===== src/verilog/nas_pkg.sv =====
`default_nettype none
package nas_pkg;
    // instruction word: prefix, row, column, low nibble
    localparam int INSTR_W = 16;
    localparam int OPC_LSB = 11;
    localparam int OPC_W = 5;
    localparam int ROW_LSB = 8;
    localparam int ROW_W = 3;
    localparam int COL_LSB = 4;
    localparam int NIB_W = 4;
    localparam int DADDR_W = 12;
    localparam int IX_W = 12;
    localparam int AR_MAX_W = 12;
    localparam int AR_W_DEFAULT = 11;
    localparam logic [OPC_W-1:0] OPC_ADD_WITH_CARRY_OP_IMM = 5'h12;
    localparam logic [OPC_W-1:0] OPC_SUB_RM = 5'h01;
    localparam logic [OPC_W-1:0] OPC_INC_AR = 5'h1d;
    localparam logic [OPC_W-1:0] OPC_INC_IX = 5'h1e;
    // register port
    localparam int RA_W = 4;
    localparam int RD_W = 8;
    localparam logic [RA_W-1:0] REG_FLAGS = 4'h0;
    localparam logic [RA_W-1:0] REG_IX_LOW = 4'h1;
    localparam logic [RA_W-1:0] REG_IX_MID = 4'h2;
    localparam logic [RA_W-1:0] REG_IX_HIGH = 4'h3;
    localparam logic [RA_W-1:0] REG_AR_LOW = 4'h4;
    localparam logic [RA_W-1:0] REG_AR_MID = 4'h5;
    localparam logic [RA_W-1:0] REG_AR_HIGH = 4'h6;
    localparam logic [RA_W-1:0] REG_GREG_ROW = 4'h7;
    localparam logic [RA_W-1:0] REG_STATUS = 4'h8;
    // flag register bit positions
    localparam int FLAG_CARRY = 0;
    localparam int FLAG_ZERO = 1;
    localparam int FLAG_CMP = 2;
    localparam int FLAG_BCD = 3;
    localparam int FLAG_IXE = 4;
    localparam int FLAGS_W = 5;
    localparam logic [FLAGS_W-1:0] FLAGS_RESET = 5'h00;
    // status register bit positions
    localparam int STAT_BUSY = 0;
    localparam int STAT_ILLEGAL = 1;
    localparam logic [NIB_W-1:0] BCD_MAX = 4'h9;
    localparam logic [NIB_W:0] BCD_ADJ = 5'h06;
    typedef enum logic [2:0] {
        NAS_ST_IDLE = 3'b001,
        NAS_ST_READ = 3'b010,
        NAS_ST_EXEC = 3'b100
    } nas_state_type;
endpackage
`default_nettype wire


===== src/verilog/nas_alu_if.sv =====
`default_nettype none
interface nas_alu_if;
    import nas_pkg::*;
    logic [NIB_W-1:0] a;
    logic [NIB_W-1:0] b;
    logic cin;
    logic sub;
    logic bcd;
    logic [NIB_W-1:0] result;
    logic cout;
    modport ctrl (output a, output b, output cin, output sub, output bcd, input result, input cout);
    modport alu (input a, input b, input cin, input sub, input bcd, output result, output cout);
endinterface
`default_nettype wire


===== src/verilog/nas_nibble_alu.sv =====
`default_nettype none
module nas_nibble_alu (
    nas_alu_if.alu bus
);
    import nas_pkg::*;
    logic [NIB_W:0] raw;
    logic [NIB_W:0] adj;
    logic over;
    always_comb begin
        if (bus.sub) begin
            raw = {1'b0, bus.a} - {1'b0, bus.b} - {4'h0, bus.cin};
            over = raw[NIB_W];
            // decimal borrow: fold back by six so the digit stays in 0..9
            adj = (bus.bcd && over) ? raw - BCD_ADJ : raw;
        end else begin
            raw = {1'b0, bus.a} + {1'b0, bus.b} + {4'h0, bus.cin};
            over = bus.bcd ? (raw > {1'b0, BCD_MAX}) : raw[NIB_W];
            adj = (bus.bcd && over) ? raw + BCD_ADJ : raw;
        end
        bus.result = adj[NIB_W-1:0];
        bus.cout = over;
    end
endmodule
`default_nettype wire


===== src/verilog/nas_ptr_inc.sv =====
`default_nettype none
module nas_ptr_inc #(
    parameter int WIDTH = 12
) (
    input wire logic [WIDTH-1:0] value_i,
    output logic [WIDTH-1:0] value_o
);
    import nas_pkg::*;
    localparam int NIBS = (WIDTH + NIB_W - 1) / NIB_W;
    logic [NIBS:0] carry;
    logic [NIBS*NIB_W-1:0] wide_in;
    logic [NIBS*NIB_W-1:0] wide_out;
    assign carry[0] = 1'b1;
    assign wide_in = {{(NIBS*NIB_W-WIDTH){1'b0}}, value_i};
    // carry ripples nibble by nibble, lowest first
    for (genvar g = 0; g < NIBS; g++) begin : g_nib
        logic [NIB_W:0] s;
        assign s = {1'b0, wide_in[g*NIB_W +: NIB_W]} + {4'h0, carry[g]};
        assign wide_out[g*NIB_W +: NIB_W] = s[NIB_W-1:0];
        assign carry[g+1] = s[NIB_W];
    end
    // bits above the width are not built, so the pointer wraps
    assign value_o = wide_out[WIDTH-1:0];
endmodule
`default_nettype wire


===== src/verilog/nas_alu_top.sv =====
// How it works
// - the add-immediate-with-carry is recognised by prefix 10010 followed by row, column and immediate nibble.
// - with compare clear, add-immediate-with-carry writes memory plus immediate plus carry back to memory.
// - with compare set, add-immediate-with-carry leaves memory alone but still updates carry and zero.
// - an addition sets carry on carry out and clears it otherwise.
// - a nonzero sum clears the zero flag whatever compare is.
// - a zero result sets zero when compare is clear and leaves it alone when compare is set.
// - addition is binary when decimal mode is clear and decimal-adjusted when it is set.
// - the table-address increment adds one, carrying from the lowest nibble to the highest.
// - the table address pointer is ten or eleven bits wide by variant; higher bits do not exist.
// - the index increment adds one to the twelve-bit index built from low, middle and high nibbles.
// - with compare clear, register-minus-memory stores the difference into the general register.
// - with compare set, register-minus-memory keeps the register but updates carry and zero.
// - a subtraction sets carry on borrow and clears it otherwise.
// - a nonzero difference clears the zero flag whatever compare is.
// - subtraction is binary when decimal mode is clear and decimal-adjusted when it is set.
// - with index enable set, the memory operand address is the index OR the instruction address.
//
// Added by the designer: the plain strobed port and the register offsets.
`default_nettype none
module nas_alu_top #(
    parameter int AR_W = nas_pkg::AR_W_DEFAULT
) (
    input wire logic clk_sys_i,
    input wire logic rst_n_i,
    // instruction issue from the decoder
    input wire logic instr_valid_i,
    input wire logic [nas_pkg::INSTR_W-1:0] instr_i,
    output logic instr_ready_o,
    // data memory port, read data one cycle after the read strobe
    output logic [nas_pkg::DADDR_W-1:0] dmem_addr_o,
    output logic dmem_rd_o,
    output logic dmem_wr_o,
    output logic [nas_pkg::NIB_W-1:0] dmem_wdata_o,
    input wire logic [nas_pkg::NIB_W-1:0] dmem_rdata_i,
    // general register port, same timing
    output logic [nas_pkg::ROW_W+nas_pkg::NIB_W-1:0] greg_addr_o,
    output logic greg_rd_o,
    output logic greg_wr_o,
    output logic [nas_pkg::NIB_W-1:0] greg_wdata_o,
    input wire logic [nas_pkg::NIB_W-1:0] greg_rdata_i,
    // pointer views for table read and indirect logic
    output logic [AR_W-1:0] table_address_pointer_o,
    output logic [nas_pkg::IX_W-1:0] index_pointer_o,
    // register port
    input wire logic [nas_pkg::RA_W-1:0] reg_addr_i,
    input wire logic [nas_pkg::RD_W-1:0] reg_wdata_i,
    input wire logic reg_wr_i,
    input wire logic reg_rd_i,
    output logic [nas_pkg::RD_W-1:0] reg_rdata_o
);
    import nas_pkg::*;

    nas_state_type state_q;
    nas_state_type state_d;
    logic instr_ready_q;
    logic [OPC_W-1:0] opc_q;
    logic [NIB_W-1:0] imm_q;
    logic [NIB_W-1:0] col_q;
    logic [DADDR_W-1:0] dmem_addr_q;
    logic dmem_rd_q;
    logic dmem_wr_q;
    logic [NIB_W-1:0] dmem_wdata_q;
    logic [ROW_W+NIB_W-1:0] greg_addr_q;
    logic greg_rd_q;
    logic greg_wr_q;
    logic [NIB_W-1:0] greg_wdata_q;
    logic [RD_W-1:0] reg_rdata_q;
    logic carry_flag_q;
    logic zero_flag_q;
    logic compare_flag_q;
    logic bcd_flag_q;
    logic index_enable_flag_q;
    logic [IX_W-1:0] index_pointer_q;
    logic [AR_W-1:0] table_address_pointer_q;
    logic [ROW_W-1:0] greg_row_q;
    logic illegal_q;

    // decode of the incoming word
    logic accept;
    logic [OPC_W-1:0] in_opc;
    logic [ROW_W-1:0] in_row;
    logic [NIB_W-1:0] in_col;
    logic [NIB_W-1:0] in_low;
    logic in_add_with_carry_op;
    logic in_sub;
    logic in_inc_ar;
    logic in_inc_ix;
    logic in_known;
    logic [DADDR_W-1:0] operand_addr;
    logic [DADDR_W-1:0] eff_addr;

    assign accept = instr_valid_i && instr_ready_q;
    assign in_opc = instr_i[OPC_LSB +: OPC_W];
    assign in_row = instr_i[ROW_LSB +: ROW_W];
    assign in_col = instr_i[COL_LSB +: NIB_W];
    assign in_low = instr_i[NIB_W-1:0];
    assign in_add_with_carry_op = (in_opc == OPC_ADD_WITH_CARRY_OP_IMM);
    assign in_sub = (in_opc == OPC_SUB_RM);
    assign in_inc_ar = (in_opc == OPC_INC_AR);
    assign in_inc_ix = (in_opc == OPC_INC_IX);
    assign in_known = in_add_with_carry_op || in_sub || in_inc_ar || in_inc_ix;
    assign operand_addr = {{(DADDR_W-ROW_W-NIB_W){1'b0}}, in_row, in_col};
    assign eff_addr = index_enable_flag_q ? (operand_addr | index_pointer_q) : operand_addr;

    // incrementers
    logic [AR_W-1:0] ar_next;
    logic [IX_W-1:0] ix_next;

    nas_ptr_inc #(
        .WIDTH(AR_W)
    ) u_ar_inc (
        .value_i(table_address_pointer_q),
        .value_o(ar_next)
    );

    nas_ptr_inc #(
        .WIDTH(IX_W)
    ) u_ix_inc (
        .value_i(index_pointer_q),
        .value_o(ix_next)
    );

    // nibble arithmetic
    nas_alu_if alu_bus ();

    nas_nibble_alu u_alu (
        .bus(alu_bus)
    );

    logic exec_add;
    logic exec_sub;
    logic exec_any;

    assign exec_add = (state_q == NAS_ST_EXEC) && (opc_q == OPC_ADD_WITH_CARRY_OP_IMM);
    assign exec_sub = (state_q == NAS_ST_EXEC) && (opc_q == OPC_SUB_RM);
    assign exec_any = exec_add || exec_sub;

    always_comb begin
        alu_bus.sub = exec_sub;
        alu_bus.bcd = bcd_flag_q;
        if (exec_sub) begin
            alu_bus.a = greg_rdata_i;
            alu_bus.b = dmem_rdata_i;
            alu_bus.cin = 1'b0;
        end else begin
            alu_bus.a = dmem_rdata_i;
            alu_bus.b = imm_q;
            alu_bus.cin = carry_flag_q;
        end
    end

    logic result_zero;
    assign result_zero = (alu_bus.result == '0);

    // sequencing: idle, operand read, execute
    always_comb begin
        state_d = state_q;
        case (state_q)
            NAS_ST_IDLE: begin
                if (accept && (in_add_with_carry_op || in_sub)) begin
                    state_d = NAS_ST_READ;
                end
            end
            NAS_ST_READ: begin
                state_d = NAS_ST_EXEC;
            end
            NAS_ST_EXEC: begin
                state_d = NAS_ST_IDLE;
            end
            default: begin
                state_d = NAS_ST_IDLE;
            end
        endcase
    end

    always_ff @(posedge clk_sys_i or negedge rst_n_i) begin
        if (!rst_n_i) begin
            state_q <= NAS_ST_IDLE;
            instr_ready_q <= 1'b0;
        end else begin
            state_q <= state_d;
            instr_ready_q <= (state_d == NAS_ST_IDLE);
        end
    end

    always_ff @(posedge clk_sys_i or negedge rst_n_i) begin
        if (!rst_n_i) begin
            opc_q <= '0;
            imm_q <= '0;
            col_q <= '0;
        end else if (accept) begin
            opc_q <= in_opc;
            imm_q <= in_low;
            col_q <= in_col;
        end
    end

    // operand reads: strobes stand one cycle, data come back in execute
    always_ff @(posedge clk_sys_i or negedge rst_n_i) begin
        if (!rst_n_i) begin
            dmem_addr_q <= '0;
            dmem_rd_q <= 1'b0;
            greg_addr_q <= '0;
            greg_rd_q <= 1'b0;
        end else begin
            dmem_rd_q <= accept && (in_add_with_carry_op || in_sub);
            greg_rd_q <= accept && in_sub;
            if (accept && (in_add_with_carry_op || in_sub)) begin
                dmem_addr_q <= eff_addr;
            end
            if (accept && in_sub) begin
                // register operand sits in the low nibble of the word
                greg_addr_q <= {greg_row_q, in_low};
            end
        end
    end

    // write-back is suppressed while compare is set
    always_ff @(posedge clk_sys_i or negedge rst_n_i) begin
        if (!rst_n_i) begin
            dmem_wr_q <= 1'b0;
            dmem_wdata_q <= '0;
            greg_wr_q <= 1'b0;
            greg_wdata_q <= '0;
        end else begin
            dmem_wr_q <= exec_add && !compare_flag_q;
            greg_wr_q <= exec_sub && !compare_flag_q;
            if (exec_add) begin
                dmem_wdata_q <= alu_bus.result;
            end
            if (exec_sub) begin
                greg_wdata_q <= alu_bus.result;
            end
        end
    end

    logic flags_wr;
    assign flags_wr = reg_wr_i && (reg_addr_i == REG_FLAGS);

    // hardware flag updates win over a software write in the same cycle
    always_ff @(posedge clk_sys_i or negedge rst_n_i) begin
        if (!rst_n_i) begin
            carry_flag_q <= FLAGS_RESET[FLAG_CARRY];
            zero_flag_q <= FLAGS_RESET[FLAG_ZERO];
            compare_flag_q <= FLAGS_RESET[FLAG_CMP];
            bcd_flag_q <= FLAGS_RESET[FLAG_BCD];
            index_enable_flag_q <= FLAGS_RESET[FLAG_IXE];
        end else begin
            if (flags_wr) begin
                compare_flag_q <= reg_wdata_i[FLAG_CMP];
                bcd_flag_q <= reg_wdata_i[FLAG_BCD];
                index_enable_flag_q <= reg_wdata_i[FLAG_IXE];
            end
            if (exec_any) begin
                carry_flag_q <= alu_bus.cout;
            end else if (flags_wr) begin
                carry_flag_q <= reg_wdata_i[FLAG_CARRY];
            end
            if (exec_any && !result_zero) begin
                zero_flag_q <= 1'b0;
            end else if (exec_any && !compare_flag_q) begin
                zero_flag_q <= 1'b1;
            end else if (exec_any) begin
                // compare chains keep the zero left by earlier nibbles
                zero_flag_q <= zero_flag_q;
            end else if (flags_wr) begin
                zero_flag_q <= reg_wdata_i[FLAG_ZERO];
            end
        end
    end

    // pointers: an increment wins over a software write in the same cycle
    always_ff @(posedge clk_sys_i or negedge rst_n_i) begin
        if (!rst_n_i) begin
            index_pointer_q <= '0;
        end else if (accept && in_inc_ix) begin
            index_pointer_q <= ix_next;
        end else if (reg_wr_i && (reg_addr_i == REG_IX_LOW)) begin
            index_pointer_q[0 +: NIB_W] <= reg_wdata_i[NIB_W-1:0];
        end else if (reg_wr_i && (reg_addr_i == REG_IX_MID)) begin
            index_pointer_q[NIB_W +: NIB_W] <= reg_wdata_i[NIB_W-1:0];
        end else if (reg_wr_i && (reg_addr_i == REG_IX_HIGH)) begin
            index_pointer_q[2*NIB_W +: NIB_W] <= reg_wdata_i[NIB_W-1:0];
        end
    end

    // software writes land in a full-width view, then only AR_W bits are kept
    logic [AR_MAX_W-1:0] ar_wide;
    logic [AR_MAX_W-1:0] ar_written;
    assign ar_wide = {{(AR_MAX_W-AR_W){1'b0}}, table_address_pointer_q};

    always_comb begin
        ar_written = ar_wide;
        if (reg_addr_i == REG_AR_LOW) begin
            ar_written[0 +: NIB_W] = reg_wdata_i[NIB_W-1:0];
        end else if (reg_addr_i == REG_AR_MID) begin
            ar_written[NIB_W +: NIB_W] = reg_wdata_i[NIB_W-1:0];
        end else if (reg_addr_i == REG_AR_HIGH) begin
            ar_written[2*NIB_W +: NIB_W] = reg_wdata_i[NIB_W-1:0];
        end
    end

    logic ar_wr;
    assign ar_wr = reg_wr_i && ((reg_addr_i == REG_AR_LOW) || (reg_addr_i == REG_AR_MID)
        || (reg_addr_i == REG_AR_HIGH));

    always_ff @(posedge clk_sys_i or negedge rst_n_i) begin
        if (!rst_n_i) begin
            table_address_pointer_q <= '0;
        end else if (accept && in_inc_ar) begin
            table_address_pointer_q <= ar_next;
        end else if (ar_wr) begin
            table_address_pointer_q <= ar_written[AR_W-1:0];
        end
    end

    // general register row and sticky illegal-opcode flag
    always_ff @(posedge clk_sys_i or negedge rst_n_i) begin
        if (!rst_n_i) begin
            greg_row_q <= '0;
        end else if (reg_wr_i && (reg_addr_i == REG_GREG_ROW)) begin
            greg_row_q <= reg_wdata_i[ROW_W-1:0];
        end
    end

    always_ff @(posedge clk_sys_i or negedge rst_n_i) begin
        if (!rst_n_i) begin
            illegal_q <= 1'b0;
        end else if (accept && !in_known) begin
            illegal_q <= 1'b1;
        end else if (reg_wr_i && (reg_addr_i == REG_STATUS) && reg_wdata_i[STAT_ILLEGAL]) begin
            illegal_q <= 1'b0;
        end
    end

    // register read-back, one cycle after the read strobe
    always_ff @(posedge clk_sys_i or negedge rst_n_i) begin
        if (!rst_n_i) begin
            reg_rdata_q <= '0;
        end else if (reg_rd_i) begin
            reg_rdata_q <= '0;
            case (reg_addr_i)
                REG_FLAGS: begin
                    reg_rdata_q[FLAG_CARRY] <= carry_flag_q;
                    reg_rdata_q[FLAG_ZERO] <= zero_flag_q;
                    reg_rdata_q[FLAG_CMP] <= compare_flag_q;
                    reg_rdata_q[FLAG_BCD] <= bcd_flag_q;
                    reg_rdata_q[FLAG_IXE] <= index_enable_flag_q;
                end
                REG_IX_LOW: reg_rdata_q[NIB_W-1:0] <= index_pointer_q[0 +: NIB_W];
                REG_IX_MID: reg_rdata_q[NIB_W-1:0] <= index_pointer_q[NIB_W +: NIB_W];
                REG_IX_HIGH: reg_rdata_q[NIB_W-1:0] <= index_pointer_q[2*NIB_W +: NIB_W];
                REG_AR_LOW: reg_rdata_q[NIB_W-1:0] <= ar_wide[0 +: NIB_W];
                REG_AR_MID: reg_rdata_q[NIB_W-1:0] <= ar_wide[NIB_W +: NIB_W];
                REG_AR_HIGH: reg_rdata_q[NIB_W-1:0] <= ar_wide[2*NIB_W +: NIB_W];
                REG_GREG_ROW: reg_rdata_q[ROW_W-1:0] <= greg_row_q;
                REG_STATUS: begin
                    reg_rdata_q[STAT_BUSY] <= (state_q != NAS_ST_IDLE);
                    reg_rdata_q[STAT_ILLEGAL] <= illegal_q;
                end
                default: reg_rdata_q <= '0;
            endcase
        end
    end

    assign instr_ready_o = instr_ready_q;
    assign dmem_addr_o = dmem_addr_q;
    assign dmem_rd_o = dmem_rd_q;
    assign dmem_wr_o = dmem_wr_q;
    assign dmem_wdata_o = dmem_wdata_q;
    assign greg_addr_o = greg_addr_q;
    assign greg_rd_o = greg_rd_q;
    assign greg_wr_o = greg_wr_q;
    assign greg_wdata_o = greg_wdata_q;
    assign table_address_pointer_o = table_address_pointer_q;
    assign index_pointer_o = index_pointer_q;
    assign reg_rdata_o = reg_rdata_q;

    // col_q kept for debug visibility of the last operand column
    logic unused_col;
    assign unused_col = ^col_q;
endmodule
`default_nettype wire


===== config.mk =====
export PLATFORM = sky130hd
export DESIGN_NAME = nas_alu_top
export DESIGN_NICKNAME = d
export VERILOG_FILES = /design/src/verilog/nas_pkg.sv /design/src/verilog/nas_alu_if.sv /design/src/verilog/nas_nibble_alu.sv /design/src/verilog/nas_ptr_inc.sv /design/src/verilog/nas_alu_top.sv
export SDC_FILE = /design/constraint.sdc
export NUM_CORES = 1
export LEC_CHECK = 0
export BUFFER_PORTS_ARGS = -buffer_cell sky130_fd_sc_hd__buf_4
export CAP_MARGIN = 20
export CORE_MARGIN = 8
export CORE_UTILIZATION = 55
export DETAILED_ROUTE_END_ITERATION = 12
export GPL_TIMING_DRIVEN = 0
export PLACE_DENSITY = 0.92
export SKIP_LAST_GASP = 1
export SLEW_MARGIN = 15
export SYNTH_ARGS = -nofsm -noshare
export SYNTH_HDL_FRONTEND = slang
export SYNTH_SLANG_ARGS = --single-unit

===== constraint.sdc =====
create_clock -name clk_sys_i -period 13.2 [get_ports clk_sys_i]
set_clock_uncertainty 0.2 [all_clocks]
set_input_delay 0 -clock clk_sys_i [delete_from_list [all_inputs] [get_ports clk_sys_i]]
set_output_delay 0 -clock clk_sys_i [all_outputs]
set_load 0.005 [all_outputs]

---- Yosys cells after proc, flatten, opt, wreduce, memory -nomap -nowiden ----
Cells that the tools add are included.
storage, ports and cells
  flip-flop bits (word level) ............. 81
  input port bits ......................... 41
  output and inout port bits .............. 63
  logic and storage cells ................. 149
cells by class
  add/subtract/negate cells ............... 12
  order comparisons ....................... 1
  equal/unequal tests ..................... 24
  multiplexer cells ....................... 36
  bitwise logic cells ..................... 1
  reductions and logical operators ........ 49
operator list
  kind                                                             number
  4-bit two-way mux                                                11
  12-bit two-way mux                                               2
  1-bit logical AND                                                22
  11-bit two-way mux                                               2
  5-bit == test, second input constant                             4
  2-bit case mux with 9 select lines                               1
  2-bit nonzero test                                               9
  4-bit by 3-bit == test with 1-bit output, second input constant  4
  1-bit two-way mux                                                12
  7-bit by 12-bit bitwise OR with 12-bit output                    1
  4-bit by 1-bit adder with 5-bit output                           2
  4-bit by 1-bit adder with 5-bit output, second input constant    2
  5-bit by 1-bit == test with 1-bit output, second input constant  2
  3-bit two-way mux                                                3
  4-bit by 2-bit == test with 1-bit output, second input constant  2
  4-bit zero test                                                  2
  8-bit two-way mux                                                1
  1-bit case mux with 8 select lines                               1
  7-bit two-way mux                                                1
  3-bit by 1-bit == test with 1-bit output, second input constant  2
  1-bit logical OR                                                 6
  3-bit by 1-bit != test with 1-bit output, second input constant  2
  1-bit case mux with 6 select lines                               1
  3-bit case mux with 2 select lines                               1
  20 further kinds                                                 27

---- Depth between registers and ports, before layout ----
  depth after elaboration ................. 15
  depth in mapped cells ................... 18
  gate-level depth less buffers ........... 16

---- Modules after synthesis ----
From an unflattened synthesis, not the netlist that was laid out.
second synthesis, totals
  cells, all modules ...................... 463
  area total of the unflattened synthesis .. 4825.9 µm²
modules (own cells, without submodules)
  module                   times used  cells an instance  area each (µm²)  seq. area each (µm²)
  nas_alu_top              1           359                3952.5           2028.2
  nas_nibble_alu           1           72                 591.8            0.0
  nas_ptr_inc at u_ix_inc  1           17                 147.6            0.0
  nas_ptr_inc at u_ar_inc  1           15                 133.9            0.0

---- Worst setup path before layout ----
Ideal clock, no wire load.
  kind .................................... register to register
  from .................................... register state_q[1]
  to ...................................... register dmem_wdata_q[2] (netlist: dmem_wdata_o[2])
  setup time .............................. 0.125 ns
  data arrival time ....................... 4.051 ns
  required time ........................... 12.875 ns
  path slack .............................. 8.824 ns
  stages on the path, launching flop included .. 17
  path buffers ............................ 2
  clock period less this slack ............ 4.376 ns
  cells stage by stage .................... dfrtp_1 nor4_4 nand4_2 clkbuf_1 clkbuf_1 nand2_1 inv_1 fa_1 fa_1 xnor2_1 ha_1 nand2_1 a21o_2 a221oi_2 nor2_1 o311a_1 mux2_2
on the way
  longest elaborated chain between the ends .. 10
  elaborated cells on any way between the ends .. 19
  classes of those cells .................. add/sub: 6; order compare: 1; eq/ne: 1; mux: 7; reduce/logical: 4
ends and longest elaborated chain
  element                                        line                                    source
  from (decl)                                    nas_alu_top.sv:54                       nas_state_type state_q;
  from (signal assigned)                         nas_alu_top.sv:182                      state_q <= state_d;
  3-bit == test (*)                              nas_alu_top.sv:135, nas_alu_top.sv:136
  1-bit logical AND                              nas_alu_top.sv:136                      assign exec_sub = (state_q == NAS_ST_EXEC) && (opc_q == OPC_SUB_RM);
  4-bit two-way mux                              nas_alu_top.sv:142                      if (exec_sub) begin
  4-bit by 4-bit adder with 5-bit output         nas_nibble_alu.sv:16                    raw = {1'b0, bus.a} + {1'b0, bus.b} + {4'h0, bus.cin};
  5-bit by 1-bit adder with 5-bit output         nas_nibble_alu.sv:16
  5-bit by 4-bit > comparator with 1-bit output  nas_nibble_alu.sv:17                    over = bus.bcd ? (raw > {1'b0, BCD_MAX}) : raw[NIB_W];
  1-bit two-way mux                              nas_nibble_alu.sv:17
  1-bit logical AND                              nas_nibble_alu.sv:18                    adj = (bus.bcd && over) ? raw + BCD_ADJ : raw;
  4-bit two-way mux                              nas_nibble_alu.sv:18
  4-bit two-way mux                              nas_nibble_alu.sv:10                    if (bus.sub) begin
  to (signal assigned)                           nas_alu_top.sv:230                      dmem_wdata_q <= alu_bus.result;
  to (decl)                                      nas_alu_top.sv:63                       logic [NIB_W-1:0] dmem_wdata_q;
Mark *: on every way between the ends. The rest lies on a longest branch, timed or not.
A chain may end at the register's enable or synchronous reset.

---- Worst setup path in the final report ----
Ends and elaborated chain as after synthesis.

==> results.yml <==
placement:
  port_buffers: 91
  dp_hpwl_um: 9960
  routabilityCongestion: 0.926
  pre_cts_slack_ps: 8210
setup_path:
  required_ps: 13250
  worst_setup_path_end_kind: "flip-flop"
  crit_path_start_kind: "flip-flop"
  crit_fanout: 10
  path_class: "flip-flop to flip-flop"
  arrival_ps: 5100
  rr_worst_depth: 16
synthesis:
  yosysTopAreaCell: "dfrtp_1"
  ys_async_sr_fraction_pct: 100
  ys_ff_latch: 81
  syn_avg_cell_area_um2: 9.23
  synth.distinct_cells: 66
  synthCells: 528
  ys_seq_area_share_pct: 41.6
  synth_top_area_share_pct: 41.1
  syn-cell-area_um2: 4870
  synth_edf_count: 0
  synth_warnings: 0
  synth_ff_type: "dfrtp_1"
  synth.area.top_cells: "dfrtp_1 (41%), nand2_1 (6.9%), ha_1 (5.1%)"
floorplanning:
  ios: 104
  initial_utilization_pct: 56.2
  fp.dieW_um: 110
  row_count: 34
  die_y_um: 110
  die-area_um2: 12100
  core_um2: 8680
global_routing:
  overflow: 0
  grt_first_pass_wirelength_um: 22100
  grt_start_max_net_pins: 82
  grt_usage_pct: 23.1
  antenna_found_initial: 0
  grt_pass1_vias: 4563
clocking:
  cts_setup_buffers: 0
  cts_resized: 0
  cts-root-buf: "clkbuf_8"
  clk_pin_slew_ps: 80
  clock-sinks: 81
  clk_path_buf_depth: 2
  cts_tree: "built"
  insertion_delay_ps: 370
  numCtsBuffers: 9
  cts-htree-levels: 3
timing:
  timing.hold.ws_ps: -28.6
  layout_setup_ws_ps: 8140
  setup_viol: 0
  fin_crit_ps: 5060
  worst-slew-pin-transition_ps: 586
  slew_violations: 0
  post-route-period-util_pct: 38.3
  relSlewSlack_pct: 60.9
  rsz0062_at_grt: "false"
  setup_tns_ps: 0
  finalHoldViolations: 42
  max_freq_mhz: 198
pwr:
  pwr-share-clk_pct: 25.7
  p_int_mw: 0.521
  peakVddDrop_v: 0.0000668
  pwr-share-seq_pct: 43.3
  p_leak_nw: 2.98
  pwr-share-comb_pct: 31.0
  switchingPower_mw: 0.268
  p_sw_share_pct: 33.9
  powerDensity_nw_per_um2: 127
finish:
  syn2layout_area_growth_pct: 27.0
  drive_gt1_share_pct: 23.4
  seqCellArea_um2: 2030
  fillers: 658
  fin_nets: 724
  antenna_cells: 0
  multi_input_comb_area_um2: 2630
drt:
  vias: 4538
  drcViolationCount: 0
  drt_iter0_markers: 358
  postRouteAntennaNets: 0
  wire_per_inst_um: 17.8
  first_pass_iters: 5
  drt-total-wl_um: 13700
  vias_per_cell: 5.89
run_status:
  status: "finished with violations"
  violations: "hold timing"
hold_path:
  worst_hold_path_type: "primary input to async pin"
job:
  maxCapViolations: 0
## through the flow
step	utilization, %	cell area [um^2]	cells	power (mW)	hold WS (ps)
finish	71.3	6190	771	0.788	-28.6
global placement	65.7	5700	729	0.568	6.26
global route	71.3	6190	771	0.833	21.2
detailed placement	65.7	5700	729	0.579	13.1
CTS	71.1	6170	770	0.786	1.29
floorplan	-	4880	530	0.464	-496
## synthesized netlist by cell type (2+ instances only)
| cell | n |
|---|---|
| nor3_1 | 11 |
| o21ai_0 | 37 |
| nand3b_1 | 2 |
| fa_1 | 5 |
| o2111ai_1 | 3 |
| mux4_2 | 2 |
| and2_1 | 3 |
| o211ai_1 | 3 |
| clkbuf_1 | 22 |
| buf_2 | 2 |
| xnor2_1 | 4 |
| o21a_1 | 5 |
| nand2_1 | 90 |
| mux2i_1 | 15 |
| nor3b_1 | 2 |
| nand4_2 | 2 |
| a311oi_1 | 7 |
| a21oi_1 | 23 |
| inv_1 | 19 |
| buf_6 | 3 |
| nand2b_1 | 5 |
| nor4_1 | 2 |
| o31ai_1 | 3 |
| nand3_1 | 14 |
| nor2_1 | 42 |
| buf_4 | 3 |
| a22oi_1 | 4 |
| a211o_1 | 2 |
| ha_1 | 20 |
| a221o_2 | 2 |
| o221ai_1 | 3 |
| nand4_1 | 5 |
| a31oi_1 | 6 |
| a211oi_1 | 4 |
| o21ai_1 | 3 |
| dfrtp_1 | 80 |
| a32oi_1 | 2 |
| mux2_2 | 21 |
| nor2b_1 | 6 |
| and3_1 | 15 |
## cell usage in the layout (no fill, tap or decap), drive strengths merged, types with 14 or more instances in the layout
cell         count
o21ai           40
clkbuf          31
ha              20
mux2            22
dlygate4sd3     25
dfrtp           80
and3            15
mux2i           15
a21oi           23
buf            100
nor2            42
inv             21
nand3           14
nand2           90
## metal layers
metal / track usage, % / vias up / part of all wire (%)
li1: - / 2147 / -
met1: 29.6 / 2153 / 42
met2: 37.2 / 192 / 48
met3: 5.06 / 46 / 7.7
met4: 9.71 / 0 / 3.0
met5: 0 / - / 0
## sequential cells by signal (all words and copies together) (netlist names), 5 cells and up
register / flops
greg_addr_o: 7
table_address_pointer_o: 11
reg_rdata_o: 5
opc_q: 5
index_pointer_o: 12
dmem_addr_o: 12
## layout make-up
cell class                      instances  area share (%)
Buffer                                 30            2.41
Tap cell                              108            2.18
Sequential cell                        81            32.8
Inverter                               21            1.27
Multi-Input combinational cell        398            42.4
Timing Repair Buffer                  117            15.4
Clock buffer                            9            2.00
Clock inverter                          7            1.52
## final timing paths
path | endpoint | from | slack [ps]
worst max-delay path | dmem_wdata_o[2]$_DFFE_PN0P_ | state_q[1]$_DFF_PN0_ | 8140
worst min-delay path | greg_wdata_o[3]$_DFFE_PN0N_ | rst_n_i | -30
worst max register to register | dmem_wdata_o[2]$_DFFE_PN0P_ | state_q[1]$_DFF_PN0_ | 8140
worst min register to register | greg_wdata_o[1]$_DFFE_PN0N_ | greg_wdata_o[1]$_DFFE_PN0N_ | 280
max in group asynchronous | state_q[0]$_DFF_PN1_ | rst_n_i | 12150
min in group clk_sys_i | reg_rdata_o[3]$_DFFE_PN0P_ | reg_addr_i[3] | 10
## kinds of logic after synthesis
logic type,share of synthesized area [%]
AOI/OAI and AO/OA,16.4
xor gates and xnor gates,0.719
adders and majority gates,7.19
buffers and inverters,4.67
DFF,41.6
muxes,9.09
other,0.0769
and+or+nand+nor,20.2
## power by group through the flow
| stage | Combinational (mW) | Clock [mW] | Sequential, mW |
|---|---|---|---|
| floorplan | 0.134 | 0 | 0.330 |
| global placement | 0.226 | 0 | 0.342 |
| detailed placement | 0.235 | 0 | 0.344 |
| CTS | 0.243 | 0.204 | 0.339 |
| global route | 0.270 | 0.217 | 0.346 |
| finish | 0.244 | 0.202 | 0.342 |
## what timing repair did
| action | 4_1_cts | 5_1_grt |
|---|---|---|
| hold buffers | 25 | 0 |
| hold endpoints to repair | 129 | 0 |
| endpoints found under the setup margin | 0 | 0 |
## worst max-delay path, stage by stage (launching register included)
cell and delay, ps:
dfrtp_1 420, nor4_4 350, nand4_2 280, clkbuf_1 320
clkbuf_1 330, nand2_1 200, inv_1 100, fa_1 420
fa_1 460, xnor2_1 420, ha_1 230, nand2_1 50
a21o_2 220, a221oi_2 220, nor2_1 90, o311a_1 380
mux2_2 270
Note: power is estimated with default switching activity, not from simulation.
